==> config.mk <==
export PLATFORM = sky130hd
export DESIGN_NAME = digital_io
export DESIGN_NICKNAME = d
export VERILOG_FILES = /design/src/design/dio_pkg.sv /design/src/design/digital_io.sv /design/src/design/port_store.sv
export SDC_FILE = /design/constraint.sdc
export NUM_CORES = 1
export LEC_CHECK = 0
export BUFFER_PORTS_ARGS = -buffer_cell sky130_fd_sc_hd__buf_2
export CORE_UTILIZATION = 40
export CTS_CLUSTER_DIAMETER = 100
export DETAILED_ROUTE_END_ITERATION = 12
export GPL_TIMING_DRIVEN = 0
export PLACE_DENSITY_LB_ADDON = 0.25
export SYNTH_ARGS = -nofsm -noshare
export SYNTH_HDL_FRONTEND = slang
export SYNTH_HIERARCHICAL = 1
export SYNTH_SLANG_ARGS = --single-unit
export TNS_END_PERCENT = 5
==> constraint.sdc <==
create_clock -name mclk -period 13.6 [get_ports mclk]
set_input_delay 0.68 -clock mclk [delete_from_list [all_inputs] [get_ports mclk]]
set_output_delay 0.68 -clock mclk [all_outputs]
set_load 0.03 [all_outputs]
==> src/design/dio_pkg.sv <==
// Constants and types shared by the ninety-six line digital I/O block.
// Assumes a single 200 MHz clock domain and a synchronous active-high reset.
//
// Functional notes
// - A line held high reads back as 0 and a line held low reads back as 1.
// - An undriven line is pulled high outside, so it reads back as 0.
// - Reading an output port returns the complement of its output register.
// - Each port owns an output register kept in either direction.
// - Output data is not inverted: a written 1 drives the line high.
// - Bit 0 of the first port of the first bank is the only interrupt source.
// - Each port is turned to input or output as a whole by control words.
// - After reset the saved direction set applies until software overrides.
// - Absolute byte offsets 0 to 11 run bank by bank, first to third port.
// - The absolute bit address is eight times the port offset plus the bit.
// - Absolute maps never change while relative maps follow the directions.
// - Relative numbering counts inputs and outputs apart, each from 0 upward.
// - There are twelve eight-bit ports in four banks of three ports each.

package dio_pkg;

  // Geometry of the port array.
  localparam int NUM_BANKS      = 4;
  localparam int PORTS_PER_BANK = 3;
  localparam int NUM_PORTS      = NUM_BANKS * PORTS_PER_BANK;
  localparam int PORT_W         = 8;
  localparam int NUM_LINES      = NUM_PORTS * PORT_W;
  localparam int IDX_W          = 4;
  localparam int ADDR_W         = 7;

  // Absolute byte offsets of the port data registers.
  localparam logic [IDX_W-1:0] BANK_ONE_FIRST_PORT_DATA    = 4'h0;
  localparam logic [IDX_W-1:0] BANK_ONE_SECOND_PORT_DATA   = 4'h1;
  localparam logic [IDX_W-1:0] BANK_ONE_THIRD_PORT_DATA    = 4'h2;
  localparam logic [IDX_W-1:0] BANK_TWO_FIRST_PORT_DATA    = 4'h3;
  localparam logic [IDX_W-1:0] BANK_TWO_SECOND_PORT_DATA   = 4'h4;
  localparam logic [IDX_W-1:0] BANK_TWO_THIRD_PORT_DATA    = 4'h5;
  localparam logic [IDX_W-1:0] BANK_THREE_FIRST_PORT_DATA  = 4'h6;
  localparam logic [IDX_W-1:0] BANK_THREE_SECOND_PORT_DATA = 4'h7;
  localparam logic [IDX_W-1:0] BANK_THREE_THIRD_PORT_DATA  = 4'h8;
  localparam logic [IDX_W-1:0] BANK_FOUR_FIRST_PORT_DATA   = 4'h9;
  localparam logic [IDX_W-1:0] BANK_FOUR_SECOND_PORT_DATA  = 4'ha;
  localparam logic [IDX_W-1:0] BANK_FOUR_THIRD_PORT_DATA   = 4'hb;

  // Control word offsets: low word holds ports 0-7, high word ports 8-11.
  localparam logic [ADDR_W-1:0] DIR_WORD_LOW  = 7'h00;
  localparam logic [ADDR_W-1:0] DIR_WORD_HIGH = 7'h01;
  localparam int                DIR_LOW_W     = 8;
  localparam int                DIR_HIGH_W    = NUM_PORTS - DIR_LOW_W;

  // Values after reset.
  localparam logic [NUM_PORTS-1:0] DIR_RESET = 12'h000;
  localparam logic [PORT_W-1:0]    OUT_RESET = 8'h00;

  // Line that feeds the interrupt sampler.
  localparam int IRQ_LINE = 0;

  // Kind of access carried by one command.
  typedef enum logic [2:0] {
    MODE_ABS_BYTE,
    MODE_REL_BYTE,
    MODE_ABS_BIT,
    MODE_REL_BIT,
    MODE_DIR
  } access_mode_t;

endpackage : dio_pkg

==> src/design/digital_io.sv <==
// Ninety-six line digital I/O: twelve byte ports, direction control,
// absolute and relative byte and bit access, interrupt source line.
// Assumes pins are synchronous to mclk and the external pull-ups hold
// undriven lines high.
`timescale 1ns/100ps
`default_nettype none

module digital_io #(
  parameter int NUM_PORTS = dio_pkg::NUM_PORTS,
  parameter int PORT_W    = dio_pkg::PORT_W
) (
  input  wire logic                          mclk,
  input  wire logic                          srst,
  input  wire logic [NUM_PORTS-1:0]          cfg_default,
  input  wire logic                          cmd_valid,
  output var  logic                          cmd_ready,
  input  wire logic                          cmd_write,
  input  wire dio_pkg::access_mode_t         cmd_mode,
  input  wire logic [dio_pkg::ADDR_W-1:0]    cmd_addr,
  input  wire logic [PORT_W-1:0]             cmd_wdata,
  output var  logic                          rsp_valid,
  output var  logic [PORT_W-1:0]             rsp_data,
  output var  logic                          rsp_error,
  input  wire logic [NUM_PORTS*PORT_W-1:0]   pin_in,
  output var  logic [NUM_PORTS*PORT_W-1:0]   pin_out,
  output var  logic [NUM_PORTS*PORT_W-1:0]   pin_oe,
  output var  logic                          irq_src
);

  localparam int IDX_W = dio_pkg::IDX_W;

  typedef enum logic {
    ST_IDLE,
    ST_WAIT
  } state_t;

  // Absolute byte decode: maps a printed offset to a port slot.
  function automatic logic [IDX_W:0] abs_decode(input logic [IDX_W-1:0] off);
    logic [IDX_W:0] r;
    r = '0;
    unique case (off)
      dio_pkg::BANK_ONE_FIRST_PORT_DATA:    r = {1'b1, off};
      dio_pkg::BANK_ONE_SECOND_PORT_DATA:   r = {1'b1, off};
      dio_pkg::BANK_ONE_THIRD_PORT_DATA:    r = {1'b1, off};
      dio_pkg::BANK_TWO_FIRST_PORT_DATA:    r = {1'b1, off};
      dio_pkg::BANK_TWO_SECOND_PORT_DATA:   r = {1'b1, off};
      dio_pkg::BANK_TWO_THIRD_PORT_DATA:    r = {1'b1, off};
      dio_pkg::BANK_THREE_FIRST_PORT_DATA:  r = {1'b1, off};
      dio_pkg::BANK_THREE_SECOND_PORT_DATA: r = {1'b1, off};
      dio_pkg::BANK_THREE_THIRD_PORT_DATA:  r = {1'b1, off};
      dio_pkg::BANK_FOUR_FIRST_PORT_DATA:   r = {1'b1, off};
      dio_pkg::BANK_FOUR_SECOND_PORT_DATA:  r = {1'b1, off};
      dio_pkg::BANK_FOUR_THIRD_PORT_DATA:   r = {1'b1, off};
      // Offsets 12 to 15 fall to the default and come back as a miss.
      default:                              r = '0;
    endcase
    return r;
  endfunction : abs_decode

  // Relative decode: finds the n-th port of the wanted direction,
  // counting in offset order, which is bank order then first to third.
  function automatic logic [IDX_W:0] rel_decode(
    input logic [NUM_PORTS-1:0] dir,
    input logic                 want_out,
    input logic [IDX_W-1:0]     n
  );
    logic [IDX_W:0]   r;
    logic [IDX_W-1:0] cnt;
    r   = '0;
    cnt = '0;
    for (int i = 0; i < NUM_PORTS; i++) begin
      if (dir[i] == want_out) begin
        // Only the first match is kept; later ports of the same direction
        // still advance the count but cannot overwrite it.
        if ((cnt == n) && !r[IDX_W]) begin
          r = {1'b1, IDX_W'(i)};
        end
        cnt = cnt + 1'b1;
      end
    end
    return r;
  endfunction : rel_decode

  // Command and state registers.
  state_t                state_q;
  logic                  ready_q;
  logic                  loaded_q;
  logic [NUM_PORTS-1:0]  dir_q;
  logic                  rsp_valid_q;
  logic [PORT_W-1:0]     rsp_data_q;
  logic                  rsp_error_q;
  logic [NUM_PORTS*PORT_W-1:0] oe_q;
  logic                  irq_q;

  // Request held across the memory read.
  dio_pkg::access_mode_t mode_q;
  logic                  write_q;
  logic                  err_q;
  logic [IDX_W-1:0]      idx_q;
  logic [2:0]            bit_q;
  logic                  dir_hi_q;

  // Decoded current request.
  logic                  take;
  logic                  hit_d;
  logic [IDX_W-1:0]      idx_d;
  logic [2:0]            bit_d;
  logic                  mem_we;
  logic [PORT_W-1:0]     mem_wdata;
  logic [PORT_W-1:0]     mem_mask;
  logic [PORT_W-1:0]     mem_rdata;
  logic [NUM_PORTS*PORT_W-1:0] out_bytes;
  logic [PORT_W-1:0]     port_val;

  // A request is taken on the edge that sees valid with ready; ready is a
  // register, so a taken request never races the state update.
  assign take = cmd_valid && ready_q;

  // Address decode for every access kind.
  always_comb begin
    logic [IDX_W:0] dec;
    dec   = '0;
    bit_d = cmd_addr[2:0];
    unique case (cmd_mode)
      dio_pkg::MODE_ABS_BYTE: begin
        dec   = abs_decode(cmd_addr[IDX_W-1:0]);
        // Offsets above the low nibble would otherwise alias onto ports.
        if (cmd_addr[dio_pkg::ADDR_W-1:IDX_W] != '0) begin
          dec = '0;
        end
      end
      dio_pkg::MODE_REL_BYTE: begin
        dec   = rel_decode(dir_q, cmd_write, cmd_addr[IDX_W-1:0]);
        // Indices above the low nibble can never name a port.
        if (cmd_addr[dio_pkg::ADDR_W-1:IDX_W] != '0) begin
          dec = '0;
        end
      end
      dio_pkg::MODE_ABS_BIT: begin
        // The top four address bits name the port, the low three the bit.
        dec   = abs_decode(cmd_addr[dio_pkg::ADDR_W-1:3]);
      end
      dio_pkg::MODE_REL_BIT: begin
        dec   = rel_decode(dir_q, cmd_write, cmd_addr[dio_pkg::ADDR_W-1:3]);
      end
      dio_pkg::MODE_DIR: begin
        dec   = {(cmd_addr == dio_pkg::DIR_WORD_LOW) ||
                 (cmd_addr == dio_pkg::DIR_WORD_HIGH), {IDX_W{1'b0}}};
      end
      default: begin
        dec   = '0;
      end
    endcase
    hit_d = dec[IDX_W];
    idx_d = dec[IDX_W-1:0];
  end

  // Write path into the output registers; relative writes only reach
  // output ports, absolute writes reach any port.
  always_comb begin
    mem_we    = 1'b0;
    mem_wdata = cmd_wdata;
    mem_mask  = '1;
    if (take && cmd_write && hit_d && (cmd_mode != dio_pkg::MODE_DIR)) begin
      mem_we = 1'b1;
      if ((cmd_mode == dio_pkg::MODE_ABS_BIT) ||
          (cmd_mode == dio_pkg::MODE_REL_BIT)) begin
        // Bit writes copy data bit 0 everywhere and let the mask pick one.
        mem_wdata = {PORT_W{cmd_wdata[0]}};
        mem_mask  = PORT_W'(1) << bit_d;
      end
    end
  end

  // Read and write share the decoded index; they never collide because
  // only one request is in flight at a time.
  port_store #(
    .N     (NUM_PORTS),
    .W     (PORT_W),
    .IDX_W (IDX_W)
  ) u_store (
    .mclk     (mclk),
    .srst     (srst),
    .we       (mem_we),
    .wr_idx   (idx_d),
    .wr_data  (mem_wdata),
    .wr_mask  (mem_mask),
    .rd_idx   (idx_d),
    .rd_data  (mem_rdata),
    .contents (out_bytes)
  );

  // Pins take the stored bytes as written, with no inversion.
  assign pin_out = out_bytes;

  // Command sequencing: one request in flight, answered two edges later.
  always_ff @(posedge mclk) begin
    if (srst) begin
      state_q <= ST_IDLE;
      ready_q <= 1'b0;
    end else begin
      unique case (state_q)
        ST_IDLE: begin
          if (take) begin
            state_q <= ST_WAIT;
            ready_q <= 1'b0;
          end else begin
            ready_q <= 1'b1;
          end
        end
        // Ready returns one edge after a take, so takes stand two edges apart.
        ST_WAIT: begin
          state_q <= ST_IDLE;
          ready_q <= 1'b1;
        end
      endcase
    end
  end

  // Request fields held for the answer cycle.
  always_ff @(posedge mclk) begin
    if (srst) begin
      mode_q   <= dio_pkg::MODE_ABS_BYTE;
      write_q  <= 1'b0;
      err_q    <= 1'b0;
      idx_q    <= '0;
      bit_q    <= '0;
      dir_hi_q <= 1'b0;
    end else if (take) begin
      mode_q   <= cmd_mode;
      write_q  <= cmd_write;
      err_q    <= !hit_d;
      idx_q    <= idx_d;
      bit_q    <= bit_d;
      dir_hi_q <= (cmd_addr == dio_pkg::DIR_WORD_HIGH);
    end
  end

  // Direction control: inputs at reset, then the saved set, then
  // whatever software writes through the control words.
  // The saved set is taken once, on the first edge out of reset, so a
  // later change of cfg_default has no effect until the next reset.
  always_ff @(posedge mclk) begin
    if (srst) begin
      dir_q    <= dio_pkg::DIR_RESET;
      loaded_q <= 1'b0;
    end else if (!loaded_q) begin
      dir_q    <= cfg_default;
      loaded_q <= 1'b1;
    end else if (take && cmd_write && hit_d &&
                 (cmd_mode == dio_pkg::MODE_DIR)) begin
      if (cmd_addr == dio_pkg::DIR_WORD_HIGH) begin
        dir_q[NUM_PORTS-1:dio_pkg::DIR_LOW_W] <=
          cmd_wdata[dio_pkg::DIR_HIGH_W-1:0];
      end else begin
        dir_q[dio_pkg::DIR_LOW_W-1:0] <= cmd_wdata;
      end
    end
  end

  // Each port's eight enables follow its direction bit as a group.
  always_ff @(posedge mclk) begin
    if (srst) begin
      oe_q <= '0;
    end else begin
      for (int i = 0; i < NUM_PORTS; i++) begin
        oe_q[i*PORT_W +: PORT_W] <= {PORT_W{dir_q[i]}};
      end
    end
  end

  assign pin_oe = oe_q;

  // Value seen by a read: pins inverted for inputs, complement of the
  // output register for outputs.
  // An output read never looks at the pins, so contention on the field
  // side cannot change what software sees.
  always_comb begin
    if (dir_q[idx_q]) begin
      port_val = ~mem_rdata;
    end else begin
      port_val = ~pin_in[idx_q*PORT_W +: PORT_W];
    end
  end

  // Answer: one-cycle valid with data or an error flag.
  // Writes and refused requests answer with zero data.
  always_ff @(posedge mclk) begin
    if (srst) begin
      rsp_valid_q <= 1'b0;
      rsp_data_q  <= '0;
      rsp_error_q <= 1'b0;
    end else if (state_q == ST_WAIT) begin
      rsp_valid_q <= 1'b1;
      rsp_error_q <= err_q;
      rsp_data_q  <= '0;
      if (!err_q && !write_q) begin
        unique case (mode_q)
          dio_pkg::MODE_ABS_BYTE,
          dio_pkg::MODE_REL_BYTE: begin
            rsp_data_q <= port_val;
          end
          dio_pkg::MODE_ABS_BIT,
          dio_pkg::MODE_REL_BIT: begin
            rsp_data_q <= {{(PORT_W-1){1'b0}}, port_val[bit_q]};
          end
          dio_pkg::MODE_DIR: begin
            if (dir_hi_q) begin
              rsp_data_q <= PORT_W'(dir_q[NUM_PORTS-1:dio_pkg::DIR_LOW_W]);
            end else begin
              rsp_data_q <= dir_q[dio_pkg::DIR_LOW_W-1:0];
            end
          end
          default: begin
            rsp_data_q <= '0;
          end
        endcase
      end
    end else begin
      rsp_valid_q <= 1'b0;
      rsp_error_q <= 1'b0;
      rsp_data_q  <= '0;
    end
  end

  assign cmd_ready = ready_q;
  assign rsp_valid = rsp_valid_q;
  assign rsp_data  = rsp_data_q;
  assign rsp_error = rsp_error_q;

  // Interrupt source: the read sense of the first line of the first port.
  // The register keeps the sampler off the raw pin path, at the cost of
  // one cycle of latency.
  always_ff @(posedge mclk) begin
    if (srst) begin
      irq_q <= 1'b0;
    end else begin
      irq_q <= ~pin_in[dio_pkg::IRQ_LINE];
    end
  end

  assign irq_src = irq_q;

endmodule : digital_io

`default_nettype wire

==> src/design/port_store.sv <==
// Output register file: one byte per port with masked writes.
// Assumes one clock; read data appear one edge after the address.
`timescale 1ns/100ps
`default_nettype none

module port_store #(
  parameter int N     = 12,
  parameter int W     = 8,
  parameter int IDX_W = 4
) (
  input  wire logic             mclk,
  input  wire logic             srst,
  input  wire logic             we,
  input  wire logic [IDX_W-1:0] wr_idx,
  input  wire logic [W-1:0]     wr_data,
  input  wire logic [W-1:0]     wr_mask,
  input  wire logic [IDX_W-1:0] rd_idx,
  output var  logic [W-1:0]     rd_data,
  output var  logic [N*W-1:0]   contents
);

  logic [W-1:0] mem_q [N];
  logic [W-1:0] rd_q;

  // Masked byte write; the stored value never depends on the direction.
  always_ff @(posedge mclk) begin
    if (srst) begin
      for (int i = 0; i < N; i++) begin
        mem_q[i] <= dio_pkg::OUT_RESET;
      end
    end else if (we && (int'(wr_idx) < N)) begin
      mem_q[wr_idx] <= (mem_q[wr_idx] & ~wr_mask) | (wr_data & wr_mask);
    end
  end

  // Registered read; an index past the end reads as zero.
  always_ff @(posedge mclk) begin
    if (srst) begin
      rd_q <= dio_pkg::OUT_RESET;
    end else if (int'(rd_idx) < N) begin
      rd_q <= mem_q[rd_idx];
    end else begin
      rd_q <= '0;
    end
  end

  assign rd_data = rd_q;

  // All stored bytes flattened for the pin drivers.
  always_comb begin
    for (int i = 0; i < N; i++) begin
      contents[i*W +: W] = mem_q[i];
    end
  end

endmodule : port_store

`default_nettype wire

==> results of run 1 <==
==> power breakdown <==
part | total, uW | switching (uW) | internal [uW]
combinational | 973 | 571 | 403
clock | 492 | 236 | 256
sequential | 655 | 20.9 | 634
total | 2120 | 828 | 1290
==> layout make-up <==
cell class,count,area share
Buffer,194,0.0703
Sequential cell,187,0.294
Clock buffer,18,0.0251
Tap cell,455,0.0333
Timing Repair Buffer,328,0.0961
Clock inverter,13,0.00762
Multi-Input combinational cell,1011,0.465
Inverter,36,0.00791
==> synth_stat cells, types with 9 or more instances <==
cell / count
a2bb2oi_1: 14
xnor2_1: 62
mux2i_1: 85
nand2_1: 107
dfxtp_1: 59
o22ai_1: 14
o21ai_0: 47
nand2b_1: 32
nor4_1: 13
o31ai_1: 11
edfxtp_1: 128
buf_6: 11
clkbuf_1: 60
nor3_1: 60
o211ai_1: 10
buf_4: 89
o221ai_1: 9
mux4_2: 64
nand3_1: 17
nor2_1: 104
nor2_2: 16
nor2b_1: 24
buf_2: 19
and2_1: 13
nand4_1: 10
a211oi_1: 11
inv_1: 36
nor3b_1: 17
xor2_1: 20
buf_1: 12
a21oi_1: 56
a22oi_1: 9
==> sequential cells by signal (all words and copies together) (netlist names) <==
| signal | count |
|---|---|
| bit_q | 3 |
| cmd_ready | 1 |
| dir_hi_q | 1 |
| dir_q | 12 |
| err_q | 1 |
| idx_q | 4 |
| irq_src | 1 |
| loaded_q | 1 |
| mode_q | 3 |
| pin_oe | 12 |
| rsp_data | 8 |
| rsp_error | 1 |
| rsp_valid | 1 |
| state_q | 1 |
| u_store/mem_q | 128 |
| u_store/rd_data | 8 |
| write_q | 1 |
==> placed cells by master, fill, tap and decap left out, types with 6 or more instances in the layout <==
cell       count
buf_2        347
edfxtp_1     128
nand2_1      107
nor2_1       104
buf_4         89
mux2i_1       85
mux4_2        64
xnor2_1       62
clkbuf_1      61
nor3_1        60
dfxtp_1       59
a21oi_1       56
o21ai_0       47
inv_1         36
conb_1        32
nand2b_1      28
nor2b_1       24
xor2_1        20
nand3_1       17
nor3b_1       17
clkbuf_16     17
nor2_2        16
o22ai_1       14
a2bb2oi_1     14
nor4_1        13
and2_1        13
buf_1         12
o31ai_1       11
buf_6         11
a211oi_1      11
o211ai_1      10
nand4_1       10
o221ai_1       9
a22oi_1        9
ha_1           8
a31oi_1        6
and3_1         6
mux2_2         6
a211oi_2       6
==> through the flow <==
step / setup slack (ps) / cells / utilization / power, uW
6_report: 584 / 2242 / 0.492 / 2120
5_1_grt: 26.0 / 2242 / 0.492 / 2230
4_1_cts: 708 / 2242 / 0.491 / 2120
3_5_place_dp: 268 / 2211 / 0.475 / 1620
3_3_place_gp: 396 / 2211 / 0.475 / 1610
2_1_floorplan: 2650 / 1428 / - / 1400
==> kinds of logic after synthesis <==
kind of cell | count (synthesis) | share of synthesized area
AND/OR/NAND/NOR | 462 | 0.173
adder cells (fa/ha/maj) | 10 | 0.00857
multiplexers | 164 | 0.178
other | 1 | 0.000265
buffers and inverters | 230 | 0.0942
AO/OA/AOI/OAI | 249 | 0.124
XOR/XNOR | 94 | 0.0677
flip-flops | 187 | 0.355
==> path summary, 6_finish.rpt <==
| check | start | end | slack [ps] | cells after the start |
|---|---|---|---|---|
| worst max-delay path | cmd_write | u_store/rd_data[2]$_SDFF_PP0_ | 580 | 49 |
| worst min-delay path | pin_in[0] | irq_src$_SDFF_PP0_ | 420 | 2 |
| worst max register to register | dir_q[2]$_SDFFE_PP0P_ | u_store/rd_data[2]$_SDFF_PP0_ | 1350 | 47 |
| worst min register to register | state_q$_SDFF_PP0_ | state_q$_SDFF_PP0_ | 450 | 1 |
==> per-layer routing <==
layer / track usage / vias to the layer above
li1: - / 5820
met1: 0.348 / 6123
met2: 0.458 / 714
met3: 0.0536 / 92
met4: 0.0960 / 0
met5: 0 / -
==> results.cfg, run 1 <==
[run_status]
status = completed

[route]
top_layer = met4
via_per_inst = 5.69
vias = 12749
wire_per_inst_um = 22.3
route.met3.wl_um = 4480
drtIter0Drc = 1166
drt-pass1-iter-count = 5
drc = 0
ant_nets = 0
met2WireLength_um = 24200
met1_length_um = 20000
wl_um = 50100

[global_routing]
antenna_found_initial = 0
track_usage = 0.272
grt_pass1_wl_um = 73300
grt.overflow.total = 0
grt_start_max_net_pins = 18
first_global_vias = 12065

[timing]
hold_violations = 0
worst_slew_margin_rel = 0.365
fin_skew_ps = 16.6
post-route-min-period_ps = 13020
worst_slew_pin_slew_ps = 953
slew_viol_final = 0
fin_crit_sh = 0.957
rsz0062_at_grt = no
max_freq_ghz = 0.0768
holdWs_ps = 423
finalSetupViolations = 0
setup_tns_ps = 0

[setup_path]
crit_path_max_incr_delay_ps = 770
crit_buf_inv = 10
crit_family = compound AO/OA/AOI/OAI gates
worst_setup_path_end_kind = flip-flop
cpMaxStageDelayCell = clkbuf_1
cp_max_fo = 10
worst-endpoint-arrival_ps = 13330
crit_top_cell = ha_1
critPathKind = primary input to flip-flop
worst_setup_path_start_kind = primary input
cp.required_ps = 13910

[clock_network]
cts_sinks = 187
ctsHoldBuffers = 0
cts_buffers = 17
root_buffer = clkbuf_16
post_cts_buffers = 0
path_clk_slew_ps = 70
clock_latency_ps = 460
cts_tree = yes
htreeDepth = 4
cts_resized = 0
clock_path_buffers = 2

[synth]
ys_seq_elements = 187
ys_async_sr_fraction = 0
synth_edf_count = 128
synth_area_per_cell_um2 = 10.1
synthTopCellsByArea = edfxtp_1 27%, mux4_2 10%, dfxtp_1 8.3%
synth_area_um2 = 14200
syn_inst = 1397
yosysTopAreaCellShare = 0.271
ys.flop_type = edfxtp_1
yosysTopAreaCell = edfxtp_1
ys_seq_area_frac = 0.355
yosysWarnings = 6
ys_types = 103

[worst_hold_path]
hold_path.class = primary input to flip-flop

[job]
drv_cap = 0

[placement]
place_hpwl_um = 39200
place_area_um2 = 16500
gp_congestion = 0.969
port_buffers = 328

[floorplan]
dieArea_um2 = 36200
core_area_um2 = 34700
placementRows = 68
top_level_ports = 334
die_x_um = 190
die_y_um = 190
start_util = 0.408

[layout]
design_area_um2 = 17100
diodes = 0
area_growth_pct = 20.5
fillCellCount = 3317
multiInputGateArea_um2 = 7950
register_area_um2 = 5020
fin_nets = 1913
drive_gt1_frac = 0.348

[pwr]
ir_drop_mv = 0.0979
power_density_nw_per_um2 = 124
leakage_uw = 0.00702
(Power assumes the default switching activity.)
==> run 2: changes to the inputs <==
==> constraint.sdc (replaced) <==
create_clock -name mclk -period 16.9 [get_ports mclk]
set_input_delay 0.845 -clock mclk [delete_from_list [all_inputs] [get_ports mclk]]
set_output_delay 0.845 -clock mclk [all_outputs]
set_load 0.03 [all_outputs]
==> results.cfg, run 2 (synthesis gave the netlist of run 1 again) <==
[run_status]
status = completed

[clock_network]
clock_latency_ps = 460
ctsHoldBuffers = 0
cts_buffers = 17
post_cts_buffers = 0
cts_tree = yes
htreeDepth = 4
clock_path_buffers = 2
cts_resized = 0
root_buffer = clkbuf_16
cts_sinks = 187
path_clk_slew_ps = 80

[setup_path]
worst_setup_path_start_kind = primary input
critPathKind = primary input to flip-flop
crit_top_cell = nor2_1
cpMaxStageDelayCell = clkbuf_1
cp_max_fo = 10
crit_path_max_incr_delay_ps = 780
cp.required_ps = 17220
regToRegSetupSlack_ps = 4460
worst_setup_path_end_kind = flip-flop
worst-endpoint-arrival_ps = 13680

[route]
ant_nets = 0
drt-pass1-iter-count = 5
wire_per_inst_um = 22.3
vias = 12797
wl_um = 50100
drc = 0
via_per_inst = 5.71
drtIter0Drc = 1233

[timing]
max_freq_ghz = 0.0748
rsz0062_at_grt = no
slew_viol_final = 0
finalSetupViolations = 0
setup_tns_ps = 0
worst_slew_pin_slew_ps = 970
hold_violations = 0
post-route-min-period_ps = 13360
worst_slew_margin_rel = 0.351
fin_skew_ps = 19.7
fin_crit_sh = 0.791

[floorplan]
die_y_um = 190
start_util = 0.408
dieArea_um2 = 36200
core_area_um2 = 34700
placementRows = 68
die_x_um = 190
top_level_ports = 334

[global_routing]
antenna_found_initial = 0
track_usage = 0.272
grt_start_max_net_pins = 18
grt.overflow.total = 0
grt_pass1_wl_um = 73300
first_global_vias = 12065

[placement]
place_hpwl_um = 39200
gp_congestion = 0.969
port_buffers = 328

[layout]
fin_nets = 1913
area_growth_pct = 20.4
largest_reg_flops = 128
layout_commonest_cell = buf_2
diodes = 0
regMostFlops = u_store/mem_q
drive_gt1_frac = 0.345
final_cell_mix = 347 x buf_2, 128 x edfxtp_1, 107 x nand2_1
fillCellCount = 3319

[worst_hold_path]
hold_path.class = flip-flop to flip-flop

[pwr]
ir_drop_mv = 0.0787
total_power_uw = 1710
leakage_uw = 0.00702
power_density_nw_per_um2 = 100

[job]
drv_cap = 0
-- run 2: cell counts in the layout (fill, tap and decap cells not counted) --
No cell type changed its count.
-- run 2: final cells by class --
cell class / count / area, um^2 / area share
buffer: 194 / 1200 / 0.0703
clock buffer: 18 / 429 / 0.0252
clock inverter: 13 / 130 / 0.00763
inverter: 36 / 135 / 0.00792
multi-input combinational: 1011 / 7930 / 0.465
sequential: 187 / 5020 / 0.295
tap: 455 / 569 / 0.0334
timing repair buffer: 328 / 1640 / 0.0962
-- run 2: critical path, delay by kind of cell --
family / cells / cell delay [ps]
simple gates: 12 / 1970
xor+xnor: 2 / 410
mux: 4 / 1220
compound gates: 15 / 3590
buf+inv: 10 / 2960
fa+ha+maj: 8 / 2680
-- run 2: where the power goes --
group          internal (uW)  total (uW)  switching (uW)
registers                510         527            16.8
clock network            206         399             193
logic                    324         782             458
-- run 2: path summary, 6_finish.rpt --
path / startpoint / end / cells after the start
worst min register to register: state_q$_SDFF_PP0_ / state_q$_SDFF_PP0_ / 1
worst max-delay path: cmd_write / u_store/rd_data[2]$_SDFF_PP0_ / 51
worst max register to register: dir_q[2]$_SDFFE_PP0P_ / u_store/rd_data[2]$_SDFF_PP0_ / 49
worst min-delay path: state_q$_SDFF_PP0_ / state_q$_SDFF_PP0_ / 1
-- run 2: layer usage --
layer | track usage | up-vias | share of wire
met5 | 0 | - | 0
li1 | - | 5820 | -
met3 | 0.0536 | 109 | 0.090
met2 | 0.458 | 748 | 0.48
met4 | 0.0960 | 0 | 0.032
met1 | 0.348 | 6120 | 0.40
-- run 2: through the flow --
stage          area, um^2  utilization  hold WS, ps  worst slack, ps  std cells
6_report            17100        0.491          451             3540       2242
5_1_grt             17100        0.491          482             2930       2242
4_1_cts             17100        0.491          455             3840       2242
3_5_place_dp        16500        0.475          443             3400       2211
3_3_place_gp        16500        0.475          433             3530       2211
2_1_floorplan       14300            -          418             5780       1428
